## src/design/lcd_map.vh

```
/*
  Command codes, the column limit, reset values and timing counts for the
  LCD command decoder. Assumes inclusion by bare name from design files.
*/
`ifndef LCD_MAP_VH
`define LCD_MAP_VH
`define LCD_CMD_VOL_MODE 8'h81
`define LCD_CMD_RMW 8'hE0
`define LCD_CMD_END 8'hEE
`define LCD_CMD_RESET 8'hE2
`define LCD_CMD_NOP 8'hE3
`define LCD_VOL_RESET 6'h20
`define LCD_COL_MAX 8'h83
`define LCD_CLK_HZ 250000000
`define LCD_BLINK_SLOW_MS 1000
`define LCD_BLINK_FAST_MS 500
`define LCD_BLINK_SLOW_CYC (`LCD_CLK_HZ / 1000 * `LCD_BLINK_SLOW_MS)
`define LCD_BLINK_FAST_CYC (`LCD_CLK_HZ / 1000 * `LCD_BLINK_FAST_MS)
`define LCD_RESET_BUSY_CYC 3'h4
`endif

```

## src/design/lcd_sync2.v

```verilog
/*
  Two-flop synchroniser for pin inputs, one bit per lane.
  Assumes mclk and an asynchronous active-low reset.
*/
`timescale 1ns/100ps
module lcd_sync2 #(
  parameter W = 1,
  parameter [W-1:0] RST_VAL = {W{1'b0}}
) (
  // Clock and reset
  input wire mclk,
  input wire rst_b,
  // Data
  input wire [W-1:0] d,
  output reg [W-1:0] q
);
  reg [W-1:0] meta;

  always @(posedge mclk or negedge rst_b)
  begin
    if (!rst_b)
    begin
      // Reset to the idle pin level so no false strobe edge follows reset
      meta <= RST_VAL;
      q <= RST_VAL;
    end
    else
    begin
      meta <= d;
      q <= meta;
    end
  end
endmodule // lcd_sync2

```

## src/design/lcd_cmd_dec.v

```verilog
/*
  Command decoder of a dot-matrix LCD driver: host bus strobes, command
  state, power save, indicator blink and read/modify/write addressing.
  Assumes host strobes and bus pins are asynchronous to mclk; RAM array
  is outside and reached through the ram_* ports.
*/
`timescale 1ns/100ps
`include "lcd_map.vh"
module lcd_cmd_dec #(
  parameter BLINK_SLOW = `LCD_BLINK_SLOW_CYC,
  parameter BLINK_FAST = `LCD_BLINK_FAST_CYC
) (
  // Clock and reset
  input wire mclk,
  input wire rst_b,
  input wire hw_reset_n,
  // Host bus pins
  input wire cmd_data_select,
  input wire wr_n,
  input wire rd_n,
  input wire [7:0] db_in,
  output reg [7:0] db_out,
  output reg db_oe,
  // Display RAM port
  output reg ram_wr,
  output reg ram_rd,
  output reg [7:0] ram_wdata,
  output reg [3:0] ram_page,
  output reg [7:0] ram_col,
  input wire [7:0] ram_rdata,
  // Settings
  output reg display_on,
  output reg [5:0] start_line,
  output reg seg_reverse,
  output reg bias_sel,
  output reg all_points_on,
  output reg polarity_reverse,
  output reg [2:0] com_mode,
  output reg booster_en,
  output reg regulator_en,
  output reg follower_en,
  output reg [2:0] regulator_resistor_ratio,
  output reg [5:0] drive_level,
  // Power save, indicator, test mode and busy
  output reg sleep_mode,
  output reg standby_mode,
  output reg osc_run,
  output reg drive_halt,
  output reg display_blank_n,
  output reg indicator_drive_a,
  output reg indicator_drive_b,
  output reg test_mode,
  output reg busy
);
  localparam ST_IDLE = 2'd0;
  localparam ST_VOL = 2'd1;
  localparam ST_IND = 2'd2;

  wire [11:0] pin_s;
  wire sel_s;
  wire wr_s_n;
  wire rd_s_n;
  wire hwr_s_n;
  wire [7:0] db_s;
  reg wr_d_n;
  reg rd_d_n;
  reg [1:0] state;
  reg ind_on;
  reg [1:0] ind_mode;
  reg rmw;
  reg [7:0] rmw_col;
  reg [31:0] blink_cnt;
  reg blink;
  reg [2:0] rst_cnt;
  wire wr_pulse;
  wire rd_pulse;
  wire save;
  wire [7:0] col_inc;
  wire [31:0] blink_lim;

  // Pins cross into mclk first
  lcd_sync2 #(.W(12), .RST_VAL(12'hB00)) u_sync (
    .mclk(mclk),
    .rst_b(rst_b),
    .d({hw_reset_n, cmd_data_select, wr_n, rd_n, db_in}),
    .q(pin_s)
  );
  assign hwr_s_n = pin_s[11];
  assign sel_s = pin_s[10];
  assign wr_s_n = pin_s[9];
  assign rd_s_n = pin_s[8];
  assign db_s = pin_s[7:0];

  // Write data latched on rising wr_n edge, as the bus does; read data on falling rd_n edge
  assign wr_pulse = wr_s_n & ~wr_d_n;
  assign rd_pulse = ~rd_s_n & rd_d_n;
  assign save = sleep_mode | standby_mode;
  assign col_inc = (ram_col == `LCD_COL_MAX) ? ram_col : ram_col + 8'h01;
  assign blink_lim = (ind_mode == 2'b01) ? BLINK_SLOW : BLINK_FAST;

  always @(posedge mclk or negedge rst_b)
  begin
    if (!rst_b)
    begin
      wr_d_n <= 1'b1;
      rd_d_n <= 1'b1;
      state <= ST_IDLE;
      db_out <= 8'h00;
      db_oe <= 1'b0;
      ram_wr <= 1'b0;
      ram_rd <= 1'b0;
      ram_wdata <= 8'h00;
      ram_page <= 4'h0;
      ram_col <= 8'h00;
      display_on <= 1'b0;
      start_line <= 6'h00;
      seg_reverse <= 1'b0;
      bias_sel <= 1'b0;
      all_points_on <= 1'b0;
      polarity_reverse <= 1'b0;
      com_mode <= 3'h0;
      booster_en <= 1'b0;
      regulator_en <= 1'b0;
      follower_en <= 1'b0;
      regulator_resistor_ratio <= 3'h0;
      drive_level <= `LCD_VOL_RESET;
      sleep_mode <= 1'b0;
      standby_mode <= 1'b0;
      osc_run <= 1'b1;
      drive_halt <= 1'b0;
      display_blank_n <= 1'b1;
      test_mode <= 1'b0;
      ind_on <= 1'b0;
      ind_mode <= 2'b00;
      rmw <= 1'b0;
      rmw_col <= 8'h00;
      rst_cnt <= 3'h0;
      busy <= 1'b0;
    end
    else
    begin
      wr_d_n <= wr_s_n;
      rd_d_n <= rd_s_n;
      ram_wr <= 1'b0;
      ram_rd <= 1'b0;
      db_oe <= ~rd_s_n;
      osc_run <= ~sleep_mode;
      drive_halt <= save;
      display_blank_n <= ~save;
      if (rst_cnt != 3'h0)
        rst_cnt <= rst_cnt - 3'h1;
      busy <= (rst_cnt != 3'h0);
      if (!hwr_s_n)
      begin
        // Pin reset brings back every setting and leaves power save
        test_mode <= 1'b0;
        state <= ST_IDLE;
        display_on <= 1'b0;
        start_line <= 6'h00;
        seg_reverse <= 1'b0;
        bias_sel <= 1'b0;
        all_points_on <= 1'b0;
        polarity_reverse <= 1'b0;
        com_mode <= 3'h0;
        booster_en <= 1'b0;
        regulator_en <= 1'b0;
        follower_en <= 1'b0;
        regulator_resistor_ratio <= 3'h0;
        drive_level <= `LCD_VOL_RESET;
        sleep_mode <= 1'b0;
        standby_mode <= 1'b0;
        ind_on <= 1'b0;
        ind_mode <= 2'b00;
        rmw <= 1'b0;
        ram_page <= 4'h0;
        ram_col <= 8'h00;
        rst_cnt <= `LCD_RESET_BUSY_CYC;
      end
      else if (rd_pulse)
      begin
        if (sel_s)
        begin
          db_out <= ram_rdata;
          ram_rd <= 1'b1;
          if (!rmw)
            ram_col <= col_inc;
        end
        else
          db_out <= {busy, ~seg_reverse, ~display_on, busy, 4'h0};
      end
      else if (wr_pulse && sel_s)
      begin
        ram_wr <= 1'b1;
        ram_wdata <= db_s;
        ram_col <= col_inc;
      end
      else if (wr_pulse)
      begin
        case (state)
          ST_VOL:
          begin
            drive_level <= db_s[5:0];
            state <= ST_IDLE;
          end
          ST_IND:
          begin
            ind_mode <= db_s[1:0];
            state <= ST_IDLE;
          end
          default:
          begin
            if (db_s[7:4] == 4'hF)
              test_mode <= 1'b1;
            else if (db_s == `LCD_CMD_NOP)
              test_mode <= 1'b0;
            else if (db_s == `LCD_CMD_RESET)
            begin
              test_mode <= 1'b0;
              start_line <= 6'h00;
              ram_page <= 4'h0;
              ram_col <= 8'h00;
              com_mode <= 3'h0;
              regulator_resistor_ratio <= 3'h0;
              drive_level <= `LCD_VOL_RESET;
              ind_on <= 1'b0;
              ind_mode <= 2'b00;
              rmw <= 1'b0;
              rst_cnt <= `LCD_RESET_BUSY_CYC;
              if (standby_mode)
              begin
                standby_mode <= 1'b0;
                sleep_mode <= 1'b1;
              end
            end
            else if (db_s == `LCD_CMD_VOL_MODE)
              state <= ST_VOL;
            else if (db_s == `LCD_CMD_RMW)
            begin
              rmw <= 1'b1;
              rmw_col <= ram_col;
            end
            else if (db_s == `LCD_CMD_END)
            begin
              if (rmw)
                ram_col <= rmw_col;
              rmw <= 1'b0;
            end
            else if (db_s[7:1] == 7'b1010110)
            begin
              ind_on <= db_s[0];
              if (db_s[0])
                state <= ST_IND;
              else
                ind_mode <= 2'b00;
            end
            else if (db_s[7:1] == 7'b1010111)
            begin
              display_on <= db_s[0];
              if (!db_s[0] && all_points_on)
              begin
                sleep_mode <= ~ind_on;
                standby_mode <= ind_on;
              end
              else if (db_s[0])
              begin
                sleep_mode <= 1'b0;
                standby_mode <= 1'b0;
              end
            end
            else if (db_s[7:2] == 6'b101000)
            begin
              if (db_s[1])
                bias_sel <= db_s[0];
              else
                seg_reverse <= db_s[0];
            end
            else if (db_s[7:2] == 6'b101001)
            begin
              if (db_s[1])
                polarity_reverse <= db_s[0];
              else
              begin
                all_points_on <= db_s[0];
                if (db_s[0] && !display_on)
                begin
                  sleep_mode <= ~ind_on;
                  standby_mode <= ind_on;
                end
                else if (!db_s[0])
                begin
                  sleep_mode <= 1'b0;
                  standby_mode <= 1'b0;
                end
              end
            end
            else if (db_s[7:6] == 2'b01)
              start_line <= db_s[5:0];
            else if (db_s[7:4] == 4'hB)
              ram_page <= db_s[3:0];
            else if (db_s[7:4] == 4'h1)
              ram_col <= {db_s[3:0], ram_col[3:0]};
            else if (db_s[7:4] == 4'h0)
              ram_col <= {ram_col[7:4], db_s[3:0]};
            else if (db_s[7:3] == 5'b00101)
            begin
              booster_en <= db_s[2];
              regulator_en <= db_s[1];
              follower_en <= db_s[0];
            end
            else if (db_s[7:3] == 5'b00100)
              regulator_resistor_ratio <= db_s[2:0];
            else if (db_s[7:4] == 4'hC)
              com_mode <= {2'b00, db_s[3]}; // Only bit 3 is live; low bits are don't-care
          end
        endcase
      end
    end
  end

  // Blink timer runs only while the oscillator runs; cleared to zero in sleep
  always @(posedge mclk or negedge rst_b)
  begin
    if (!rst_b)
    begin
      blink_cnt <= 32'h0;
      blink <= 1'b0;
      indicator_drive_a <= 1'b0;
      indicator_drive_b <= 1'b0;
    end
    else
    begin
      if (sleep_mode || ind_mode == 2'b00 || ind_mode == 2'b11)
        blink_cnt <= 32'h0;
      else if (blink_cnt >= blink_lim - 32'h1)
      begin
        blink_cnt <= 32'h0;
        blink <= ~blink;
      end
      else
        blink_cnt <= blink_cnt + 32'h1;
      indicator_drive_a <= 1'b0;
      indicator_drive_b <= ~sleep_mode & ind_on &
        ((ind_mode == 2'b11) | (ind_mode[0] ^ ind_mode[1]) & blink);
    end
  end
endmodule // lcd_cmd_dec

```

## config.mk

```make
export PLATFORM = sky130hd
export DESIGN_NAME = lcd_cmd_dec
export DESIGN_NICKNAME = d
export VERILOG_FILES = /design/src/design/lcd_sync2.v /design/src/design/lcd_cmd_dec.v
export VERILOG_INCLUDE_DIRS = /design/src /design/src/design
export SDC_FILE = /design/constraint.sdc
export NUM_CORES = 1
export LEC_CHECK = 0
export BUFFER_PORTS_ARGS = -buffer_cell sky130_fd_sc_hd__buf_2
export CORE_MARGIN = 10
export CORE_UTILIZATION = 45
export DETAILED_ROUTE_END_ITERATION = 12
export GPL_TIMING_DRIVEN = 0
export PLACE_DENSITY_LB_ADDON = 0.3
export SETUP_SLACK_MARGIN = 0.4
export SLEW_MARGIN = 20
export SYNTH_ARGS = -nofsm -noshare
export SYNTH_HDL_FRONTEND = slang
export SYNTH_SLANG_ARGS = --single-unit
export TNS_END_PERCENT = 30
```

## constraint.sdc

```tcl
create_clock -name mclk -period 2.49 [get_ports mclk]
set_input_delay 0.1245 -clock mclk [delete_from_list [all_inputs] [get_ports mclk]]
set_output_delay 0.1245 -clock mclk [all_outputs]
set_load 0.005 [all_outputs]
```

==> metrics, run 1 <==
status=completed; Clock Latency Late Sink=~0.42 ns; leakage power=~4.1 nW; vias=between 5000 and 6000; H-tree Lvls=4; Max-Cap Viols=0; total chip power=approximately 5.9 mW; io pins=just under 90; Core Area=roughly 15000 sq um; # DRC=0; root buffer cell=clkbuf_16; Max Fclk=about 0.40 GHz; initial antenna violation count=0; crit end category=flop; nets@finish=~880; hold_ws=about 0.0054 ns; # diodes=0; non-filler cells, final=roughly 1000; vias per cell=5.63; placed cells=944; clock transition at the registers of the reported paths=0.06 ns; Worst Path Arrival=around 2.8 ns; Area contributors post-synth=dfrtp_1, mux2_2, dfstp_2, nor2_1, nand2_1; minimum clock period=2.47 ns; Cell Area, Synth=between 6000 and 7000 sq um; Layout Skew=around 0.011 ns; Starting DRT DRC Count=roughly 440; share of cells above drive strength 1=37.8%; FILL cells=between 1000 and 1500; Detail Route Antenna Nets=0; Final HPWL DP=about 13 mm; Placer Congestion=0.934; sequential element share of the synthesized area=roughly 50%; Die Area=20400 sq um; Routed WL=between 15 and 20 mm; HP Class=primary input to flop; commonest non-fill, non-tap cell in the layout=dfrtp_1; pwr/cell area=631 nW/um^2; Synth Instances=between 600 and 700; number of synthesis warnings=0; fin util=64.1%; detail-routed net length per standard cell=approximately 19 microns; EDFF count, synth=0; peak supply drop=between 0.5 and 0.6 mV; Setup TNS=0 ns; starting density of the core=a little under half; share of Yosys cell area claimed by the top area cell type=around 47%; period utilization=a little under 100%; First-pass DRT Iterations=5; crit path max fanout=8; grt total ovfl=0; Hold Vio Cnt, Final=0; Primary FF master, synth=dfrtp_1; area delta synth->final=38.4%; CTS Buf Count=17; input/output buffers=84; cell taking the most area after synthesis=dfrtp_1; most frequent cells in the layout=dfrtp_1, buf_2, nor2_1; largest net degree at the start of global routing=72; overall die height=143 microns; Unique masters post-synth=between 70 and 80; synthesis-stage register bit count=139; Max clock buf depth=2; Die W=143 microns; RSZ-0062 raised after global routing=true; Clock Sinks=~140; synthesized area per cell=a little over 10 sq um; Worst-Margin Slew=~0.63 ns; FFs w/ async S/R, synth=100%; vias in the first global route=between 5000 and 6000; Slew headroom=about 57%; first-pass GRT wire length=between 30 and 40 mm; critical path class=flop to flop; Final Max Tran Viols=0; All-Layer GR Usage=roughly 19%; Rows=between 40 and 50; Worst EP required=2.84 ns; CTS tree=yes; Startpoint Class=flop; final setup fails=0
## per-stage QoR
stage / area [sq um] / setup slack (ns)
floorplan: 6890 / 0.0379
global placement: 7540 / -0.504
detailed placement: 7580 / -0.251
CTS: 8830 / 0.0350
global route: 9420 / -0.0513
finish: 9420 / 0.0206
## worst paths after layout
kind / from / slack (ns) / depth (start not counted) / end
max: ind_mode[0]$_DFFE_PN0P_ / 0.02 / 12 / blink_cnt[22]$_DFF_PN0_
min: ram_rdata[6] / 0.005 / 3 / db_out[6]$_DFFE_PN0P_
max reg2reg: ind_mode[0]$_DFFE_PN0P_ / 0.02 / 12 / blink_cnt[22]$_DFF_PN0_
min reg2reg: u_sync.meta[2]$_DFF_PN0_ / 0.34 / 0 / u_sync.q[2]$_DFF_PN0_
max in group asynchronous: rst_b / 1.52 / 3 / rd_d_n$_DFF_PN1_
min in group asynchronous: rst_b / 0.24 / 2 / blink_cnt[18]$_DFF_PN0_
## power breakdown
group / switching (mW) / total, mW / leakage, nW / internal [mW]
Combinational: 0.439 / 0.807 / 2.01 / 0.368
Sequential: 0.0953 / 2.52 / 1.79 / 2.42
Clock: 1.01 / 2.63 / 0.296 / 1.62
## final cells by class
class	instances	area [sq um]	area share [%]
plain buffers	29	220	2.34
clock buffers	20	447	4.74
clock inverters	12	164	1.74
inverters	29	116	1.24
multi-input cells	478	3750	39.8
flip-flops and latches	139	3500	37.1
well taps	184	230	2.44
repair buffers	143	998	10.6
## logic make-up after synthesis
logic type                 synth area share [%]
xor gates and xnor gates                   4.25
DFF                                        51.3
AOI/OAI and AO/OA                          12.0
buffers and inverters                      3.49
adders and majority gates                  3.13
muxes                                      5.79
other                                    0.0551
and+or+nand+nor                            20.0
## layer usage
layer	track usage (%)	vias to the layer above	part of all wire, %
met5	0	-	0
met4	5.48	0	1.2
met3	6.04	25	6.6
met2	30.2	197	50
met1	22.9	2893	42
li1	-	2710	-
## what timing repair did
item,CTS,global route
hold endpoints to repair,80,0
gates resized for setup,52,146
cloned,0,1
setup endpoints to repair,91,94
pin swaps,14,48
hold buffers,18,0
setup buffers,30,9
## sequential cells by signal, indices dropped and copies added (netlist names), 3 cells and up
name,count
ram_page,4
rst_cnt,3
rmw_col,8
db_out,8
drive_level,6
regulator_resistor_ratio,3
start_line,6
blink_cnt,32
u_sync.meta,12
ram_col,8
ram_wdata,8
u_sync.q,12
## synth_stat cells (3+ instances only)
| library cell | instances |
|---|---|
| nor2_1 | 77 |
| nor2b_1 | 6 |
| nor4_1 | 6 |
| buf_4 | 3 |
| o31ai_1 | 5 |
| xnor2_1 | 17 |
| clkbuf_1 | 18 |
| nand3_1 | 22 |
| a21oi_1 | 23 |
| nand4_1 | 16 |
| o32ai_1 | 3 |
| or3_1 | 7 |
| dfrtp_1 | 128 |
| buf_2 | 7 |
| o21ai_0 | 40 |
| mux2_2 | 27 |
| mux2i_1 | 9 |
| nand2_1 | 60 |
| nand4b_1 | 5 |
| xor2_1 | 16 |
| o22ai_1 | 5 |
| nand3b_1 | 3 |
| dfstp_2 | 11 |
| nor3_1 | 11 |
| and2_1 | 5 |
| a31oi_1 | 7 |
| a22oi_1 | 5 |
| nand2b_1 | 10 |
| o21ai_1 | 3 |
| and3_1 | 14 |
| inv_1 | 29 |
| ha_1 | 17 |
## critical path, stage by stage, from the launching register on
cell	delay [ns]
dfrtp_1	0.41
ha_4	0.17
buf_8	0.12
inv_8	0.07
ha_4	0.19
and3_4	0.15
nand3_2	0.07
a221oi_2	0.06
or4b_4	0.53
a211o_1	0.27
buf_6	0.14
buf_12	0.14
nor2_2	0.09
No activity file was read; power rests on OpenSTA's default activity.
==> inputs of run 2 (changes only) <==
--- a/config.mk
+++ b/config.mk
@@ -6,10 +6,10 @@
 export SDC_FILE = /design/constraint.sdc
 export NUM_CORES = 1
 export LEC_CHECK = 0
-export BUFFER_PORTS_ARGS = -buffer_cell sky130_fd_sc_hd__buf_2
 export CORE_MARGIN = 10
-export CORE_UTILIZATION = 45
+export CORE_UTILIZATION = 35
 export DETAILED_ROUTE_END_ITERATION = 12
+export DONT_BUFFER_PORTS = 1
 export GPL_TIMING_DRIVEN = 0
 export PLACE_DENSITY_LB_ADDON = 0.3
 export SETUP_SLACK_MARGIN = 0.4
==> metrics, run 2 (same netlist as run 1, synthesis figures left out) <==
switching power=1.49 mW (was 1.54 mW); RSZ-0062 raised after global routing=true (unchanged); Cell Area, Placed=7220 sq um (was 7580 sq um); DR WL met3=1.53 mm (was 1.29 mm); vias=5597 (was 5825); crit end category=flop (unchanged); Die W=159 microns (was 143 microns); share of cells above drive strength 1=29.8% (was 37.8%); Startpoint Class=flop (unchanged); Crit Reg-Reg Startpoint=ind_mode[0]$_DFFE_PN0P_ (unchanged); fin util=47.6% (was 64.1%); Die Area=25400 sq um (was 20400 sq um); Placer Congestion=0.963 (was 0.934); placed cells=935 (was 944); overall die height=159 microns (was 143 microns); Routed WL=19.3 mm (was 19.4 mm); Sequential Area=3500 sq um (about the same); # diodes=0 (unchanged); nets@finish=790 (was 876); Rows=50 (was 44); critical path class=flop to flop (unchanged); metal1 wirelength=7.64 mm (was 8.21 mm); hold_ws=-0.604 ns (was 0.00536 ns); input/output buffers=0 (was 84); leakage power=3.69 nW (was 4.10 nW); First-pass DRT Iterations=6 (was 5); final setup fails=0 (unchanged); initial antenna violation count=0 (unchanged); Layout Skew=0.0101 ns (was 0.0111 ns); Max-Cap Viols=0 (unchanged); period utilization=98.7% (was 99.2%); CTS Buf Count=17 (unchanged); CTS tree=yes (unchanged); All-Layer GR Usage=14.6% (was 18.5%); Hold Vio Cnt, Final=139 (was 0); Max Fclk=0.407 GHz (was 0.405 GHz); worst slack at placement=-0.255 ns (was -0.251 ns); crit path launch=ind_mode[0]$_DFFE_PN0P_ (unchanged); Core Area=18900 sq um (was 14700 sq um); Final Max Tran Viols=0 (unchanged); HP Class=primary input to async pin (was primary input to flop); Max clock buf depth=2 (unchanged); final instance area=8990 sq um (was 9420 sq um); non-filler cells, final=1024 (was 1034); first-pass GRT wire length=30.3 mm (was 30.4 mm); largest register by flop count=blink_cnt (unchanged); status=complete, but fails checks (was completed); Starting DRT DRC Count=490 (was 436); Clock Sinks=139 (unchanged); final setup margin=0.0336 ns (was 0.0206 ns); # DRC=0 (unchanged); logic gate share of total power=10.5% (was 13.6%); Int Pwr=4.36 mW (was 4.40 mW); total chip power=5.86 mW (was 5.95 mW); switch share=25.5% (was 26.0%); Detail Route Antenna Nets=0 (unchanged); starting density of the core=36.0% (was 46.3%); crit path max fanout=8 (unchanged); Worst R2R End=blink_cnt[28]$_DFF_PN0_ (was blink_cnt[22]$_DFF_PN0_); Slew headroom=52.4% (was 57.3%); Seq pwr share=43.7% (was 42.3%); R2R cell count=12 (unchanged); max FFs per register=32 (unchanged); area delta synth->final=32.1% (was 38.4%); vias in the first global route=5625 (was 5848); minimum clock period=2.46 ns (was 2.47 ns); H-tree Lvls=4 (unchanged); Worst Path Arrival=2.81 ns (was 2.82 ns); clock transition at the registers of the reported paths=0.07 ns (was 0.06 ns); DR top layer=met4 (unchanged); largest registers=blink_cnt x32, u_sync.meta x12, u_sync.q x12 (unchanged); FILL cells=1729 (was 1157); Clk pwr share=45.8% (was 44.1%); commonest non-fill, non-tap cell in the layout=dfrtp_1 (unchanged); detail-routed net length per standard cell=18.8 microns (about the same); multi-input logic area=3670 sq um (was 3750 sq um); Worst EP required=2.84 ns (about the same); Final HPWL DP=13.0 mm (was 12.9 mm); pwr/cell area=652 nW/um^2 (was 631 nW/um^2); CTS Hold Bufs=20 (was 18); grt total ovfl=0 (unchanged); violated checks=hold timing; largest net degree at the start of global routing=140 (was 72); Setup TNS=0 ns (unchanged); Clock Latency Late Sink=0.42 ns (about the same); io pins=88 (unchanged); vias per cell=5.47 (was 5.63); Worst-Margin Slew=0.714 ns (was 0.635 ns); R2R Setup Slk=0.03 ns (was 0.02 ns); DR WL met2=9.52 mm (was 9.69 mm); peak supply drop=0.578 mV (was 0.568 mV); most frequent cells in the layout=dfrtp_1, nor2_1, nand2_1 (was dfrtp_1, buf_2, nor2_1); root buffer cell=clkbuf_16 (unchanged)
-- run 2: cell count changes in the layout (fill, tap and decap cells not counted), sizes merged --
| cell | previous run | this run |
|---|---|---|
| buf | 138 | 52 |
| inv | 32 | 36 |
| clkinvlp | 1 | 0 |
| dlygate4sd3 | 18 | 20 |
| clkbuf | 36 | 33 |
| clkinv | 5 | 3 |
-- run 2: worst max path at each step --
stage,end,slack (ns),depth (start not counted)
floorplan,blink_cnt[9]$_DFF_PN0_,0.04,13
global placement,standby_mode$_DFFE_PN0P_,-0.18,9
detailed placement,standby_mode$_DFFE_PN0P_,-0.25,9
CTS,blink_cnt[9]$_DFF_PN0_,0.03,12
global route,blink_cnt[28]$_DFF_PN0_,-0.07,12
finish,blink_cnt[28]$_DFF_PN0_,0.03,12
-- run 2: worst max-delay path, stage by stage (launching register included) --
cell	delay, ns
dfrtp_1	0.41
ha_4	0.17
buf_8	0.12
inv_8	0.07
ha_4	0.19
and3_4	0.15
nand3_2	0.07
a221oi_2	0.06
or4b_4	0.52
a211o_1	0.26
buf_6	0.15
buf_4	0.13
a21oi_2	0.09
-- run 2: cell type report --
class,count,area share [%]
multi-input combinational,478,40.8
sequential,139,38.9
timing repair buffer,57,6.07
clock buffer,19,5.04
tap,260,3.62
buffer,29,2.32
clock inverter,13,1.96
inverter,29,1.29
-- run 2: per-layer routing --
layer,GRT usage [%],vias up
met3,5.37,49
met2,24.1,241
li1,-,2548
met5,0,-
met4,6.15,0
met1,16.7,2759
-- run 2: what timing repair did --
item	4_1_cts	5_1_grt
cloned	0	1
pin swaps	14	49
endpoints found under the setup margin	88	92
gates resized for setup	57	127
buffers inserted	21	15
hold endpoints to repair	159	139
-- run 2: power by group through the flow --
stage	combinational, mW	clock [mW]	sequential [mW]
6_report	0.616	2.68	2.56
5_1_grt	0.681	2.86	2.59
4_1_cts	0.527	2.74	2.57
3_5_place_dp	0.447	0	2.61
3_3_place_gp	0.423	0	2.60
2_1_floorplan	0.351	0	2.54
